## config.mk

```make
export PLATFORM = sky130hd
export DESIGN_NAME = spi_port
export DESIGN_NICKNAME = d
export VERILOG_FILES = /design/src/verilog/spi_port_pkg.sv /design/src/verilog/pin_sync.sv /design/src/verilog/spi_port.sv
export SDC_FILE = /design/constraint.sdc
export NUM_CORES = 1
export LEC_CHECK = 0
export ABC_AREA = 1
export BUFFER_PORTS_ARGS = -buffer_cell sky130_fd_sc_hd__buf_2
export CAP_MARGIN = 20
export CORE_ASPECT_RATIO = 1.75
export CORE_MARGIN = 1
export CORE_UTILIZATION = 50
export CTS_BUF_LIST = sky130_fd_sc_hd__clkbuf_16
export DETAILED_ROUTE_END_ITERATION = 10
export GPL_TIMING_DRIVEN = 0
export PLACE_DENSITY = 0.82
export SLEW_MARGIN = 20
export SYNTH_ARGS = -nofsm -noshare
export SYNTH_HDL_FRONTEND = slang
export SYNTH_SLANG_ARGS = --single-unit
```

## constraint.sdc

```tcl
create_clock -name clock -period 2.4 [get_ports clock]
set_clock_uncertainty 0.15 [all_clocks]
set_input_delay 0.24 -clock clock [delete_from_list [all_inputs] [get_ports clock]]
set_output_delay 0.24 -clock clock [all_outputs]
set_load 0.02 [all_outputs]
```

## src/verilog/spi_port_pkg.sv

```systemverilog
// Constants shared by the serial port design
package spi_port_pkg;

    // Register byte addresses
    localparam logic [3:0] ADDR_STATUS = 4'h0;
    localparam logic [3:0] ADDR_DATA = 4'h4;
    localparam logic [3:0] ADDR_CONTROL_ONE = 4'h8;
    localparam logic [3:0] ADDR_CONTROL_TWO = 4'hc;

    // Status bit positions
    localparam int STAT_RECEIVE_FULL = 7;
    localparam int STAT_TRANSMIT_EMPTY = 5;
    localparam int STAT_MODE_FAULT = 4;

    // Control register one bit positions
    localparam int CTL1_RECEIVE_IRQ = 7;
    localparam int CTL1_PORT_ENABLE = 6;
    localparam int CTL1_TRANSMIT_IRQ = 5;
    localparam int CTL1_MASTER_MODE = 4;
    localparam int CTL1_CLOCK_POLARITY = 3;
    localparam int CTL1_CLOCK_PHASE = 2;
    localparam int CTL1_SELECT_OUTPUT = 1;
    localparam int CTL1_BIT_ORDER = 0;

    // Control register two bit positions and implemented bits
    localparam int CTL2_FAULT_DETECT = 4;
    localparam logic [7:0] CTL2_IMPLEMENTED = 8'h1b;

    // Reset values
    localparam logic [7:0] CONTROL_ONE_RESET = 8'h04;
    localparam logic [7:0] CONTROL_TWO_RESET = 8'h00;
    localparam logic [7:0] DATA_RESET = 8'h00;

    // Serial timing
    localparam int CLOCK_PERIOD_NS = 25;
    localparam int SCK_HALF_PERIOD_NS = 100;
    localparam int SCK_HALF_CYCLES = (SCK_HALF_PERIOD_NS + CLOCK_PERIOD_NS - 1) / CLOCK_PERIOD_NS;
    localparam int EDGES_PER_BYTE = 16;

    // Transfer engine states
    typedef enum logic [1:0] {
        ENGINE_IDLE = 2'b01,
        ENGINE_RUN = 2'b10
    } engine_type;

endpackage

```

## src/verilog/pin_sync.sv

```systemverilog
// Three-stage input synchroniser with agreement filter
`timescale 1ns/1ps
`default_nettype none
module pin_sync #(
    parameter int WIDTH = 4,
    parameter logic [WIDTH-1:0] INIT = '1
) (
    input wire logic clock,
    input wire logic rst,
    input wire logic [WIDTH-1:0] pins,
    output logic [WIDTH-1:0] stable
);
    logic [WIDTH-1:0] stage1;
    logic [WIDTH-1:0] stage2;
    logic [WIDTH-1:0] stage3;

    always_ff @(posedge clock) begin
        if (rst) begin
            stage1 <= INIT;
            stage2 <= INIT;
            stage3 <= INIT;
            stable <= INIT;
        end else begin
            stage1 <= pins;
            stage2 <= stage1;
            stage3 <= stage2;
            for (int i = 0; i < WIDTH; i++) begin
                if (stage2[i] == stage3[i]) begin
                    stable[i] <= stage3[i];
                end
            end
        end
    end
endmodule
`default_nettype wire

```

## src/verilog/spi_port.sv

```systemverilog
// Double-buffered serial port with status flags and byte engine
//
// Notes on behaviour
// - Transfer completion sets receive-full status bit 7.
// - Status read then data read clears receive-full.
// - Transmit-empty bit 5 shows buffer room.
// - Armed data write clears transmit-empty; unarmed ignored.
// - Transmit-empty with its enable raises interrupt.
// - Idle enabled master moves written byte quickly.
// - No queued byte: flag stays, nothing moves.
// - Select low in fault-input mode sets fault.
// - Status read then control-one write clears fault.
// - Unused status bits zero; status writes ignored.
// - Data reads receive buffer, writes transmit buffer.
// - Master starts transfer when shifter is free.
// - Overrun drops new byte without any indication.
// - Sample on one edge, change next edge.
// - Eight clocks move byte into receive buffer.
// - Queued byte loads and next transfer starts.
// - Most significant first unless bit order set.
// - Fault clears master mode and the clock, MOSI and select drivers.
// - Receive enable gates receive-full and fault.
`timescale 1ns/1ps
`default_nettype none
module spi_port
    import spi_port_pkg::*;
#(
    parameter logic [7:0] HALF_CYCLES = 8'(SCK_HALF_CYCLES)
) (
    input wire logic clock,
    input wire logic rst,
    input wire logic [3:0] address,
    input wire logic read,
    input wire logic write,
    input wire logic [31:0] writedata,
    output logic [31:0] readdata,
    output logic waitrequest,
    output logic irq,
    input wire logic serialClockIn,
    output logic serialClockOut,
    output logic serialClockDriveN,
    input wire logic mosiIn,
    output logic mosiOut,
    output logic mosiDriveN,
    input wire logic misoIn,
    output logic misoOut,
    output logic misoDriveN,
    input wire logic selectIn,
    output logic selectOut,
    output logic selectDriveN
);
    typedef struct packed {
        engine_type engine;
        logic [7:0] control1;
        logic [7:0] control2;
        logic receiveFull;
        logic transmitEmpty;
        logic modeFault;
        logic armReceive;
        logic armTransmit;
        logic armFault;
        logic [7:0] receiveBuffer;
        logic [7:0] transmitBuffer;
        logic [7:0] txShift;
        logic [7:0] rxShift;
        logic [3:0] edgeCount;
        logic sampled;
        logic [7:0] divCount;
        logic sckLevel;
        logic sckPrev;
        logic waitrequest;
        logic [31:0] readdata;
        logic irq;
        logic sckOut;
        logic sckDriveN;
        logic mosiOut;
        logic mosiDriveN;
        logic misoOut;
        logic misoDriveN;
        logic ssOut;
        logic ssDriveN;
    } state_type;

    localparam state_type STATE_RESET = '{
        engine: ENGINE_IDLE,
        control1: CONTROL_ONE_RESET,
        control2: CONTROL_TWO_RESET,
        receiveFull: 1'b0,
        transmitEmpty: 1'b1,
        modeFault: 1'b0,
        armReceive: 1'b0,
        armTransmit: 1'b0,
        armFault: 1'b0,
        receiveBuffer: DATA_RESET,
        transmitBuffer: DATA_RESET,
        txShift: DATA_RESET,
        rxShift: DATA_RESET,
        edgeCount: 4'h0,
        sampled: 1'b0,
        divCount: 8'h00,
        sckLevel: CONTROL_ONE_RESET[CTL1_CLOCK_POLARITY],
        sckPrev: 1'b1,
        waitrequest: 1'b1,
        readdata: 32'h0000_0000,
        irq: 1'b0,
        sckOut: CONTROL_ONE_RESET[CTL1_CLOCK_POLARITY],
        sckDriveN: 1'b1,
        mosiOut: 1'b0,
        mosiDriveN: 1'b1,
        misoOut: 1'b0,
        misoDriveN: 1'b1,
        ssOut: 1'b1,
        ssDriveN: 1'b1
    };

    state_type s;
    state_type next_s;

    logic [3:0] syncPins;
    logic sckSync;
    logic mosiSync;
    logic misoSync;
    logic selectSync;

    pin_sync #(
        .WIDTH(4),
        .INIT(4'hf)
    ) inputSync (
        .clock(clock),
        .rst(rst),
        .pins({serialClockIn, mosiIn, misoIn, selectIn}),
        .stable(syncPins)
    );

    assign sckSync = syncPins[3];
    assign mosiSync = syncPins[2];
    assign misoSync = syncPins[1];
    assign selectSync = syncPins[0];

    // Load shifter from buffer and begin a byte
    function automatic state_type startByte(input state_type st);
        state_type r;
        r = st;
        if (!st.transmitEmpty) begin
            r.txShift = st.transmitBuffer;
        end
        r.transmitEmpty = 1'b1;
        r.engine = ENGINE_RUN;
        r.edgeCount = 4'h0;
        r.sampled = 1'b0;
        r.divCount = 8'h00;
        r.sckLevel = st.control1[CTL1_CLOCK_POLARITY];
        return r;
    endfunction

    always_comb begin
        logic isMaster;
        logic enabled;
        logic cpol;
        logic clock_phase;
        logic lsbFirst;
        logic faultInput;
        logic edgeNow;
        logic leadNow;
        logic inBit;
        logic txBit;
        logic masterDrive;
        logic autoSelect;
        logic busReq;
        isMaster = s.control1[CTL1_MASTER_MODE];
        enabled = s.control1[CTL1_PORT_ENABLE];
        cpol = s.control1[CTL1_CLOCK_POLARITY];
        clock_phase = s.control1[CTL1_CLOCK_PHASE];
        lsbFirst = s.control1[CTL1_BIT_ORDER];
        faultInput = isMaster && s.control2[CTL2_FAULT_DETECT] && !s.control1[CTL1_SELECT_OUTPUT];
        edgeNow = 1'b0;
        leadNow = 1'b0;
        txBit = 1'b0;
        masterDrive = 1'b0;
        autoSelect = 1'b0;
        inBit = isMaster ? misoSync : mosiSync;
        busReq = (read || write) && s.waitrequest;
        next_s = s;
        next_s.sckPrev = sckSync;
        next_s.waitrequest = 1'b1;

        // Register access: one wait cycle, then answer
        if (busReq) begin
            next_s.waitrequest = 1'b0;
            next_s.readdata = 32'h0000_0000;
            unique case (address)
                ADDR_STATUS: begin
                    if (read) begin
                        next_s.readdata[STAT_RECEIVE_FULL] = s.receiveFull;
                        next_s.readdata[STAT_TRANSMIT_EMPTY] = s.transmitEmpty;
                        next_s.readdata[STAT_MODE_FAULT] = s.modeFault;
                        next_s.armReceive = s.receiveFull;
                        next_s.armTransmit = s.transmitEmpty;
                        next_s.armFault = s.modeFault;
                    end
                end
                ADDR_DATA: begin
                    if (read) begin
                        next_s.readdata[7:0] = s.receiveBuffer;
                        if (s.armReceive) begin
                            next_s.receiveFull = 1'b0;
                            next_s.armReceive = 1'b0;
                        end
                    end else if (s.armTransmit) begin
                        next_s.transmitBuffer = writedata[7:0];
                        next_s.transmitEmpty = 1'b0;
                        next_s.armTransmit = 1'b0;
                    end
                end
                ADDR_CONTROL_ONE: begin
                    if (read) begin
                        next_s.readdata[7:0] = s.control1;
                    end else begin
                        next_s.control1 = writedata[7:0];
                        if (s.armFault) begin
                            next_s.modeFault = 1'b0;
                            next_s.armFault = 1'b0;
                        end
                    end
                end
                ADDR_CONTROL_TWO: begin
                    if (read) begin
                        next_s.readdata[7:0] = s.control2;
                    end else begin
                        next_s.control2 = writedata[7:0] & CTL2_IMPLEMENTED;
                    end
                end
                default: begin
                    next_s.readdata = 32'h0000_0000;
                end
            endcase
        end

        // Transfer engine
        unique case (s.engine)
            ENGINE_IDLE: begin
                next_s.sckLevel = next_s.control1[CTL1_CLOCK_POLARITY];
                if (enabled && isMaster && !s.transmitEmpty) begin
                    next_s = startByte(next_s);
                end else if (enabled && !isMaster && !selectSync) begin
                    next_s = startByte(next_s);
                end
            end
            ENGINE_RUN: begin
                if (!enabled || (!isMaster && selectSync)) begin
                    next_s.engine = ENGINE_IDLE;
                end else begin
                    if (isMaster) begin
                        if (s.divCount == HALF_CYCLES - 8'h01) begin
                            edgeNow = 1'b1;
                            leadNow = (s.sckLevel == cpol);
                            next_s.divCount = 8'h00;
                            next_s.sckLevel = !s.sckLevel;
                        end else begin
                            next_s.divCount = s.divCount + 8'h01;
                        end
                    end else begin
                        edgeNow = (sckSync != s.sckPrev);
                        leadNow = (sckSync != cpol);
                    end
                    if (edgeNow) begin
                        next_s.edgeCount = s.edgeCount + 4'h1;
                        if (leadNow != clock_phase) begin
                            next_s.sampled = 1'b1;
                            if (lsbFirst) begin
                                next_s.rxShift = {inBit, s.rxShift[7:1]};
                            end else begin
                                next_s.rxShift = {s.rxShift[6:0], inBit};
                            end
                        end else if (s.sampled) begin
                            if (lsbFirst) begin
                                next_s.txShift = {1'b0, s.txShift[7:1]};
                            end else begin
                                next_s.txShift = {s.txShift[6:0], 1'b0};
                            end
                        end
                        if (s.edgeCount == 4'(EDGES_PER_BYTE - 1)) begin
                            if (!s.receiveFull) begin
                                next_s.receiveBuffer = next_s.rxShift;
                            end
                            next_s.receiveFull = 1'b1;
                            next_s.engine = ENGINE_IDLE;
                            if (isMaster && !next_s.transmitEmpty) begin
                                next_s = startByte(next_s);
                            end
                        end
                    end
                end
            end
        endcase

        // Mode fault takes the port out of master mode
        if (enabled && faultInput && !selectSync) begin
            next_s.modeFault = 1'b1;
            next_s.control1[CTL1_MASTER_MODE] = 1'b0;
            next_s.engine = ENGINE_IDLE;
            next_s.sckLevel = next_s.control1[CTL1_CLOCK_POLARITY];
        end

        // Pin drive from the next state
        masterDrive = next_s.control1[CTL1_PORT_ENABLE] && next_s.control1[CTL1_MASTER_MODE];
        autoSelect = masterDrive && next_s.control2[CTL2_FAULT_DETECT]
            && next_s.control1[CTL1_SELECT_OUTPUT];
        txBit = next_s.control1[CTL1_BIT_ORDER] ? next_s.txShift[0] : next_s.txShift[7];
        next_s.sckOut = next_s.sckLevel;
        next_s.sckDriveN = !masterDrive;
        next_s.mosiOut = txBit;
        next_s.mosiDriveN = !masterDrive;
        next_s.misoOut = txBit;
        next_s.misoDriveN = !(next_s.control1[CTL1_PORT_ENABLE]
            && !next_s.control1[CTL1_MASTER_MODE] && !selectSync);
        next_s.ssOut = !(autoSelect && next_s.engine == ENGINE_RUN);
        next_s.ssDriveN = !autoSelect;

        // Interrupt request
        next_s.irq = ((next_s.receiveFull || next_s.modeFault)
            && next_s.control1[CTL1_RECEIVE_IRQ])
            || (next_s.transmitEmpty && next_s.control1[CTL1_TRANSMIT_IRQ]);
    end

    always_ff @(posedge clock) begin
        if (rst) begin
            s <= STATE_RESET;
        end else begin
            s <= next_s;
        end
    end

    assign readdata = s.readdata;
    assign waitrequest = s.waitrequest;
    assign irq = s.irq;
    assign serialClockOut = s.sckOut;
    assign serialClockDriveN = s.sckDriveN;
    assign mosiOut = s.mosiOut;
    assign mosiDriveN = s.mosiDriveN;
    assign misoOut = s.misoOut;
    assign misoDriveN = s.misoDriveN;
    assign selectOut = s.ssOut;
    assign selectDriveN = s.ssDriveN;
endmodule
`default_nettype wire

```

# After elaboration in Yosys (flattened, before gate mapping)

Cells that the tools add are included.
W data, S select, Z words.

Register bits: 126
Input bits: 44
Output and inout port bits: 42
Logic and storage cells: 165

Add/sub/neg operators: 2
Eq/ne operators: 21
Mux-type cells: 67
Bitwise gates (word level): 1
Reductions and logical operators: 40

Operators with widths:

| operator              | number |
|---|---|
| $mux W113             | 5 |
| $pmux W113 S2         | 1 |
| $mux W8               | 20 |
| $mux W111             | 1 |
| $mux W33              | 1 |
| $mux W1               | 26 |
| $mux W22              | 1 |
| $logic_and A1 B1 Y1   | 19 |
| $eq A4 B4 Y1 const B  | 3 |
| $logic_not A1 Y1      | 12 |
| $pmux W4 S3           | 1 |
| $mux W9               | 1 |
| $add A8 B1 Y8 const B | 1 |
| $eq A8 B2 Y1 const B  | 1 |
| $mux W2               | 4 |
| $pmux W2 S4           | 1 |
| $ne A2 B2 Y1 const B  | 3 |
| $ne A3 B3 Y1 const B  | 2 |
| $reduce_and A3 Y1     | 2 |
| $eq A1 B1 Y1          | 5 |
| $add A4 B1 Y4 const B | 1 |
| $eq A2 B2 Y1 const B  | 2 |
| $eq A4 B3 Y1 const B  | 1 |
| $logic_not A4 Y1      | 1 |
| 11 further kinds      | 16 |

# Depth between registers and ports, before layout

Gate-level depths: netlist (run 1).

Depth after elaboration: 19
Depth in mapped cells: 17

# Modules after synthesis

From an unflattened synthesis (run 1), not the netlist that was laid out.

Cells, all modules: 722
Area, all modules: 5141.2 um^2

By module, submodules not included:

| module   | instances | cells an instance | area an instance (um^2) | sequential area each (um^2) |
|---|---|---|---|---|
| spi_port | 1         | 661               | 4624.4                  | 1641.6 |
| pin_sync | 1         | 61                | 516.7                   | 320.3 |

# Least setup slack after synthesis (run 1)

OpenSTA, ideal clock, no wires.

Kind: reg-to-reg
Start point: register s[45] in the netlist's numbering
End point: register s[64] in the netlist's numbering
Setup time: 0.115 ns
Data arrival time: 1.624 ns
Setup slack: 0.512 ns
Stages on the path, launching flop included: 13
Buffers on the path: 1
Period minus slack after synthesis: 1.888 ns
Cell sequence: dfxtp_1 > ha_1 > nand2_1 > nor2_2 > nand2_4 > nand2_4 > nand2_2 > nand2_2 > nand2_2 > buf_6 > o21ai_0 > nor2_1 > o21a_1

Word-level cells in the longest chain between the ends: 12
Elaborated cells between the ends (all ways): 18

Ends and longest elaborated chain:

| what                   | line            | RTL |
|---|---|---|
| start, declared        | spi_port.sv:116 | `state_type s;` |
| start signal, assigned | spi_port.sv:330 | `s <= next_s;` |
| $eq A8 B2 Y1 *         | spi_port.sv:254 | `if (s.divCount == HALF_CYCLES - 8'h01) begin` |
| $mux W1                | spi_port.sv:254 |  |
| $mux W1                | spi_port.sv:253 | `if (isMaster) begin` |
| $mux W1                | spi_port.sv:250 | `if (!enabled \|\| (!isMaster && selectSync)) begin` |
| $mux W1                | spi_port.sv:240 | `unique case (s.engine)` |
| $ne A1 B1 Y1           | spi_port.sv:268 | `if (leadNow != clock_phase) begin` |
| $mux W8                | spi_port.sv:268 |  |
| $mux W113              | spi_port.sv:288 | `if (isMaster && !next_s.transmitEmpty) begin` |
| $mux W113              | spi_port.sv:282 | `if (s.edgeCount == 4'(EDGES_PER_BYTE - 1)) begin` |
| $mux W113              | spi_port.sv:266 | `if (edgeNow) begin` |
| $mux W111              | spi_port.sv:250 |  |
| $pmux W113 S2          | spi_port.sv:240 |  |

Every way passes the cells marked *; elsewhere a longest branch is shown, timed or not. The select of a mux whose other input is x is not followed.
A chain may end at the register's enable or synchronous reset.

# Final worst setup path (run 1)

Start point: register s[109] in the netlist's numbering
End point: register s[63] in the netlist's numbering

Word-level cells in the longest chain between the ends: 4

Ends and longest elaborated chain:

| what                               | line |
|---|---|
| $logic_not A1 Y1                   | spi_port.sv:250 |
| $logic_or A1 B1 Y1                 | spi_port.sv:250 |
| $ne A2 B2 Y1 (no source line)      | n/a |
| $reduce_and A3 Y1 (no source line) | n/a |

No other way between the ends.

==> results of run 1 <==
cells in the mapped netlist, types with 4 or more instances:
cell type / n / area share (%)
inv_2: 16 / 1.2
nand3_1: 23 / 2.3
inv_1: 66 / 4.8
buf_4: 34 / 5.0
a211oi_2: 7 / 1.7
dfxtp_1: 98 / 38
o21ai_0: 51 / 5.0
nor2_2: 7 / 0.86
nor3_1: 8 / 0.78
buf_2: 5 / 0.49
o21a_1: 12 / 1.8
nand2_4: 6 / 1.3
or2_2: 13 / 1.6
nor2_1: 71 / 5.2
nand3_2: 5 / 0.98
xor2_1: 5 / 0.86
nand4_1: 7 / 0.86
clkbuf_1: 11 / 0.81
nand2_2: 4 / 0.49
a211oi_1: 6 / 0.88
o211ai_1: 9 / 1.3
a21oi_1: 68 / 6.7
nand2_1: 144 / 11
sequential cells by signal, summed over array words and instances, names as in the netlist, 4 cells and up:
name and count:
inputSync.stage3 4, s 66, inputSync.stage1 4, inputSync.stage2 4
readdata 8, inputSync.stable 4
timing repair:
item	in CTS	in global routing
endpoints found under the setup margin	0	15
hold endpoints to repair	7	0
resized for setup	0	6
hold buffers	6	0
through the flow:
step	instance area, sq um	hold slack [ns]	setup slack, ns	setup TNS (ns)	instances
2_1_floorplan	5200	0.174	0.512	0	734
3_3_place_gp	5540	0.242	-0.0326	-0.0326	896
5_1_grt	5890	0.0340	0.0180	0	918
3_5_place_dp	5540	0.246	-0.0437	-0.0437	896
4_1_cts	5880	0.0242	0.146	0	918
6_report	5890	0.0278	0.117	0	918
worst max-delay path, cell delays in order, from the launching register on:
cell	delay, ns
dfxtp_1	0.50
o21ai_2	0.15
inv_1	0.15
nor2_2	0.07
nor2_1	0.44
nand2_1	0.25
buf_2	0.25
a21oi_1	0.14
o21a_1	0.13
where the power goes:
group,total (W),leakage (nW),switching [W],internal (W)
registers,0.00165,0.794,0.00000726,0.00164
logic,0.000210,1.59,0.000139,0.0000715
clock network,0.00138,0.130,0.000668,0.000710
worst max-delay path by stage:
stage | startpoint | end | slack (ns) | cells after the start
floorplan | s[45]$_SDFFE_PP0P_ | s[64]$_SDFFE_PP0P_ | 0.51 | 12
detailed placement | address[1] | selectOut$_SDFF_PP1_ | -0.04 | 8
global placement | address[1] | selectOut$_SDFF_PP1_ | -0.03 | 8
finish | s[109]$_SDFF_PP0_ | s[63]$_SDFFE_PP0P_ | 0.12 | 8
global route | s[44]$_SDFFE_PP0P_ | s[66]$_SDFFE_PP0P_ | 0.02 | 14
CTS | s[45]$_SDFFE_PP0P_ | s[69]$_SDFFE_PP0P_ | 0.15 | 13
kinds of logic after synthesis:
group / synth area share, %
other: 0.0734
flip-flops: 38.4
adder cells (fa/ha/maj): 0.490
AND/OR/NAND/NOR: 27.0
multiplexers: 0.196
XOR/XNOR: 0.857
buffers and inverters: 13.2
AO/OA/AOI/OAI: 19.8
final cells by class:
cell class              count  share of cell area [%]
multi-input cells         498                    43.6
flip-flops and latches     98                    33.3
plain buffers              54                    6.09
inverters                  84                    5.39
repair buffers             43                    4.16
clock buffers               9                    3.82
well taps                 125                    2.65
clock inverters             7                   0.913
metal layers:
metal / share of wire (%) / wire length [um] / vias to the layer above / track usage, %
met3: 6.6 / 888 / 69 / 6.40
met4: 7.0 / 943 / 0 / 23.8
met2: 51 / 6930 / 196 / 47.3
met1: 35 / 4760 / 2203 / 25.7
met5: 0 / 0 / - / 0
li1: - / - / 2415 / -
==> results.toml, run 1 <==
[cts]
cts_buffer_depth = 2
root_buffer = "clkbuf_16"
clock_latency_ns = 0.35
clock-sinks = 98
path_clk_slew_ns = 0.07
cts_tree = "yes"
post-cts-setup-buffer-count = 0
cts_made_buffers = 9
cts-htree-levels = 3

[final_layout]
fillers = 921
final_common_cell = "nand2_1"
seq_area_sq_um = 1960
drive_gt1_share_pct = 21.1
num-nets-final = 834
multi_input_area_sq_um = 2570
area_growth_syn_to_layout_pct = 15.3
fin_util_pct = 59.5
antenna_cells = 0
final_cell_mix = "nand2_1, dfxtp_1, nor2_1, a21oi_1, inv_1"

[worst_setup_path]
cp.required_ns = 2.55
rr_worst_depth = 8
regToRegEndpoint = "s[63]$_SDFFE_PP0P_"
reg2reg_from = "s[109]$_SDFF_PP0_"
crit_type = "reg2reg"
ff2ff_setup_slack_ns = 0.12
cp-end-kind = "flip-flop"
crit_fanout = 10
startpoint_type = "flip-flop"
arrival_ns = 2.43

[min_path]
min_to = "s[95]$_SDFFE_PP0P_"
hold_class = "in2reg"
min_path_cells = 3
hp-start = "writedata[0]"

[drt]
drc = 0
antenna_left = 0
viasPerCell = 5.32
drtPass1Iterations = 5
wire_per_inst_um = 14.7
via_count = 4883
wl_um = 13500
dr.first_iter.drc_count = 369

[job]
maxCapViolations = 0

[yosys]
synth_edf_count = 0
ys_async_sr_fraction_pct = 0
yosysSeqAreaShare_pct = 38.4
avgSynthCellArea_sq_um = 7.19
ys.flop_type = "dfxtp_1"
ys_types = 46
syn_inst = 711
syn_area_sq_um = 5110
yosysWarnings = 0
synth-seq-cells = 98

[global_route]
grt_pass1_wl_um = 21900
antenna_found_initial = 0
grt-ovfl-total = 0
grt_max_degree = 18
grt_util_all_layers_pct = 26.9
grt_pass1_vias = 4807

[power_and_ir_drop]
p_leak_nw = 2.51
p_per_area_nw_per_um2 = 549
ir_drop_mv = 0.379
total_power_w = 0.00323

[floorplan]
io_pins = 86
die_y_um = 136
die_w_um = 78.4
die_area_sq_um = 10600
rows = 48
core_region_area_sq_um = 9910
initial_core_util_pct = 51.6

[timing]
relSlewSlack_pct = 54.1
report.final.slew_viol_count = 0
fin_crit_ns = 2.28
finalSetupViolations = 0
rsz0062_at_grt = "false"
period_share_pct = 95.1
hold_viol = 0
fmax_mhz = 438
worstMarginPinSlew_ns = 0.688

[placed_design]
place_congestion = 0.943
dp_hpwl_um = 10000
port_buffers = 37

[run_status]
outcome = "finished clean"
No activity file was read; power rests on OpenSTA's default activity.
==> run 2, diff against run 1 <==
ABC_AREA = not set   (was 1)
PLACE_DENSITY = 0.83   (was 0.82)
==> run 2 against run 1 <==
The run now ends with negative setup slack left. Non-clock buffer count is 12 higher. First-iteration DRC count is 13% higher. Clock power is 12% higher. Via count is 9.9% lower. Sequential share of layout area is 0.11 points lower. Total power is 5.0% higher. Critical endpoint is now s[71]$_SDFFE_PP0P_. Sequential power hardly changed. Global-route usage is 1.1 points lower. Maximum frequency is 8.5% lower. Critical path depth is 1 higher. Wire length is 4.0% lower. Highest routed layer unchanged. Largest power group unchanged.
==> results.toml, run 2 <==
[timing]
setup_tns_ns = -0.440
period_share_pct = 104
fin_hold_ws_ns = 0.0251
finalSetupViolations = 8
fin_crit_ns = 2.50
rsz0062_at_grt = "true"
relSlewSlack_pct = 51.7
hold_viol = 0
worstMarginPinSlew_ns = 0.724
setup_ws_ns = -0.0955
fmax_mhz = 401
report.final.slew_viol_count = 0

[floorplan]
initial_core_util_pct = 51.0
die_w_um = 76.1
io_pins = 86
rows = 47
core_region_area_sq_um = 9410
die_area_sq_um = 10000
die_y_um = 132

[final_layout]
fin_util_pct = 63.0
final_common_cell = "dfxtp_1"
drive_gt1_share_pct = 27.5
multi_input_area_sq_um = 2790
fillers = 767
num-nets-final = 681
antenna_cells = 0
area_growth_syn_to_layout_pct = 23.5
largest_reg_flops = 66
seq_area_sq_um = 1970
top_register = "s"
final_cell_mix = "dfxtp_1, nor2_1, nand2_1, buf_4, buf_2"

[global_route]
grt_max_degree = 17
grt_pass1_vias = 4387
grt-ovfl-total = 0
antenna_found_initial = 0
grt_pass1_wl_um = 20300
grt_util_all_layers_pct = 25.8

[yosys]
syn_inst = 552
ys_top_cells_by_area = "dfxtp_1, mux2i_1, nor2_1"
synth_common_cells = "dfxtp_1, nor2_1, nand2_1, a21oi_1, mux2i_1"
yosysTopAreaCell = "dfxtp_1"
synth_most_common_cell = "dfxtp_1"
ys_types = 58
avgSynthCellArea_sq_um = 8.69
synth_top_area_share_pct = 40.9
yosysSeqAreaShare_pct = 40.9
ys.flop_type = "dfxtp_1"
syn_area_sq_um = 4800
synth-seq-cells = 98
yosysWarnings = 0
synth_edf_count = 0
ys_async_sr_fraction_pct = 0

[min_path]
min_path_cells = 3
hp-start = "writedata[2]"
hold_class = "in2reg"
min_to = "s[105]$_SDFFE_PP1P_"

[worst_setup_path]
cp.required_ns = 2.46
startpoint_type = "flip-flop"
ff2ff_setup_slack_ns = -0.1
arrival_ns = 2.56
crit_type = "reg2reg"
rr_worst_depth = 9
cp-end-kind = "flip-flop"
regToRegEndpoint = "s[71]$_SDFFE_PP0P_"
crit_fanout = 8
reg2reg_from = "s[45]$_SDFFE_PP0P_"

[run_status]
outcome = "finished with violations"
violations = "negative setup slack"

[drt]
drtPass1Iterations = 5
wl_um = 13000
via_count = 4400
viasPerCell = 5.78
antenna_left = 0
drc = 0
dr.first_iter.drc_count = 416
wire_per_inst_um = 17.1

[cts]
clock_latency_ns = 0.35
root_buffer = "clkbuf_16"
cts-htree-levels = 3
cts_tree = "yes"
cts_buffer_depth = 2
path_clk_slew_ns = 0.07
clock-sinks = 98
cts_made_buffers = 9

[power_and_ir_drop]
p_per_area_nw_per_um2 = 573
ir_drop_mv = 0.464
p_leak_nw = 2.39
total_power_w = 0.00340

[placed_design]
dp_hpwl_um = 9250
port_buffers = 37
place_congestion = 0.933

[job]
maxCapViolations = 0
[run 2: cell types whose count changed after synthesis, sizes merged, moves of 10 or more]
cell	before	now
o21ai	56	36
mux2	0	15
nand3	29	12
a21oi	69	41
o21a	12	1
mux2i	1	38
nand2	154	46
nor2	83	73
inv	83	5
a211oi	13	2
a22oi	1	13
[run 2: critical path, stage by stage (launching register included)]
cell and delay, ns:
dfxtp_4 0.36, ha_4 0.13, nor4b_4 0.21, nor4b_4 0.30, o211a_4 0.23, mux2i_4 0.25
buf_12 0.17, mux2_4 0.31, nor3b_2 0.17, nor4_1 0.09
[run 2: routing by layer]
metal  vias up  track usage, %  wire [um]
met5         -               0          0
met1      2058            24.3       4510
met4         0            21.0        865
li1       2055               -          -
met2       214            47.8       6850
met3        73            4.65        756
[run 2: logic make-up after synthesis]
family          Yosys count  synth area share, %
xor+xnor                  6                 1.09
simple gates            199                 20.4
other cells               1               0.0781
compound gates          127                 16.9
mux                      54                 12.2
fa+ha+maj                 2                0.521
buf+inv                  65                 7.92
flops                    98                 40.9
[run 2: worst max path at each step]
stage / from / endpoint / slack (ns) / cells past startpoint
2_1_floorplan: s[45]$_SDFFE_PP0P_ / s[71]$_SDFFE_PP0P_ / -0.03 / 8
3_3_place_gp: address[2] / misoOut$_SDFF_PP0_ / -0.51 / 7
3_5_place_dp: address[2] / s[69]$_SDFFE_PP0P_ / -0.51 / 7
4_1_cts: s[107]$_SDFF_PP0_ / s[86]$_SDFFE_PP0P_ / -0.08 / 9
5_1_grt: s[45]$_SDFFE_PP0P_ / s[67]$_SDFFE_PP0P_ / -0.17 / 9
6_report: s[45]$_SDFFE_PP0P_ / s[71]$_SDFFE_PP0P_ / -0.1 / 9
[run 2: power breakdown]
part	switching, W	leakage, nW	internal (W)
Clock	0.000640	0.152	0.000911
Sequential	0.00000736	0.795	0.00163
Combinational	0.000126	1.44	0.0000764
[run 2: area by class of cell]
cell class / count / area share, %
plain buffers: 58 / 6.16
clock inverters: 6 / 1.52
repair buffers: 51 / 5.34
clock buffers: 9 / 3.80
inverters: 5 / 0.317
flip-flops and latches: 98 / 33.2
multi-input cells: 412 / 47.1
well taps: 122 / 2.57
[run 2: timing repair]
action,in CTS,in global routing
setup buffers,6,4
hold buffers,4,0
resized for setup,16,30
endpoints found under the hold margin,4,0
pin swaps,3,7
endpoints found under the setup margin,30,34
[run 2: stage by stage]
stage / cells / instance area (sq um) / worst slack, ns
after floorplan: 575 / 4960 / -0.0267
after global placement: 734 / 5300 / -0.505
after detailed placement: 734 / 5300 / -0.514
after CTS: 758 / 5770 / -0.0762
after global routing: 761 / 5930 / -0.173
final: 761 / 5930 / -0.0955
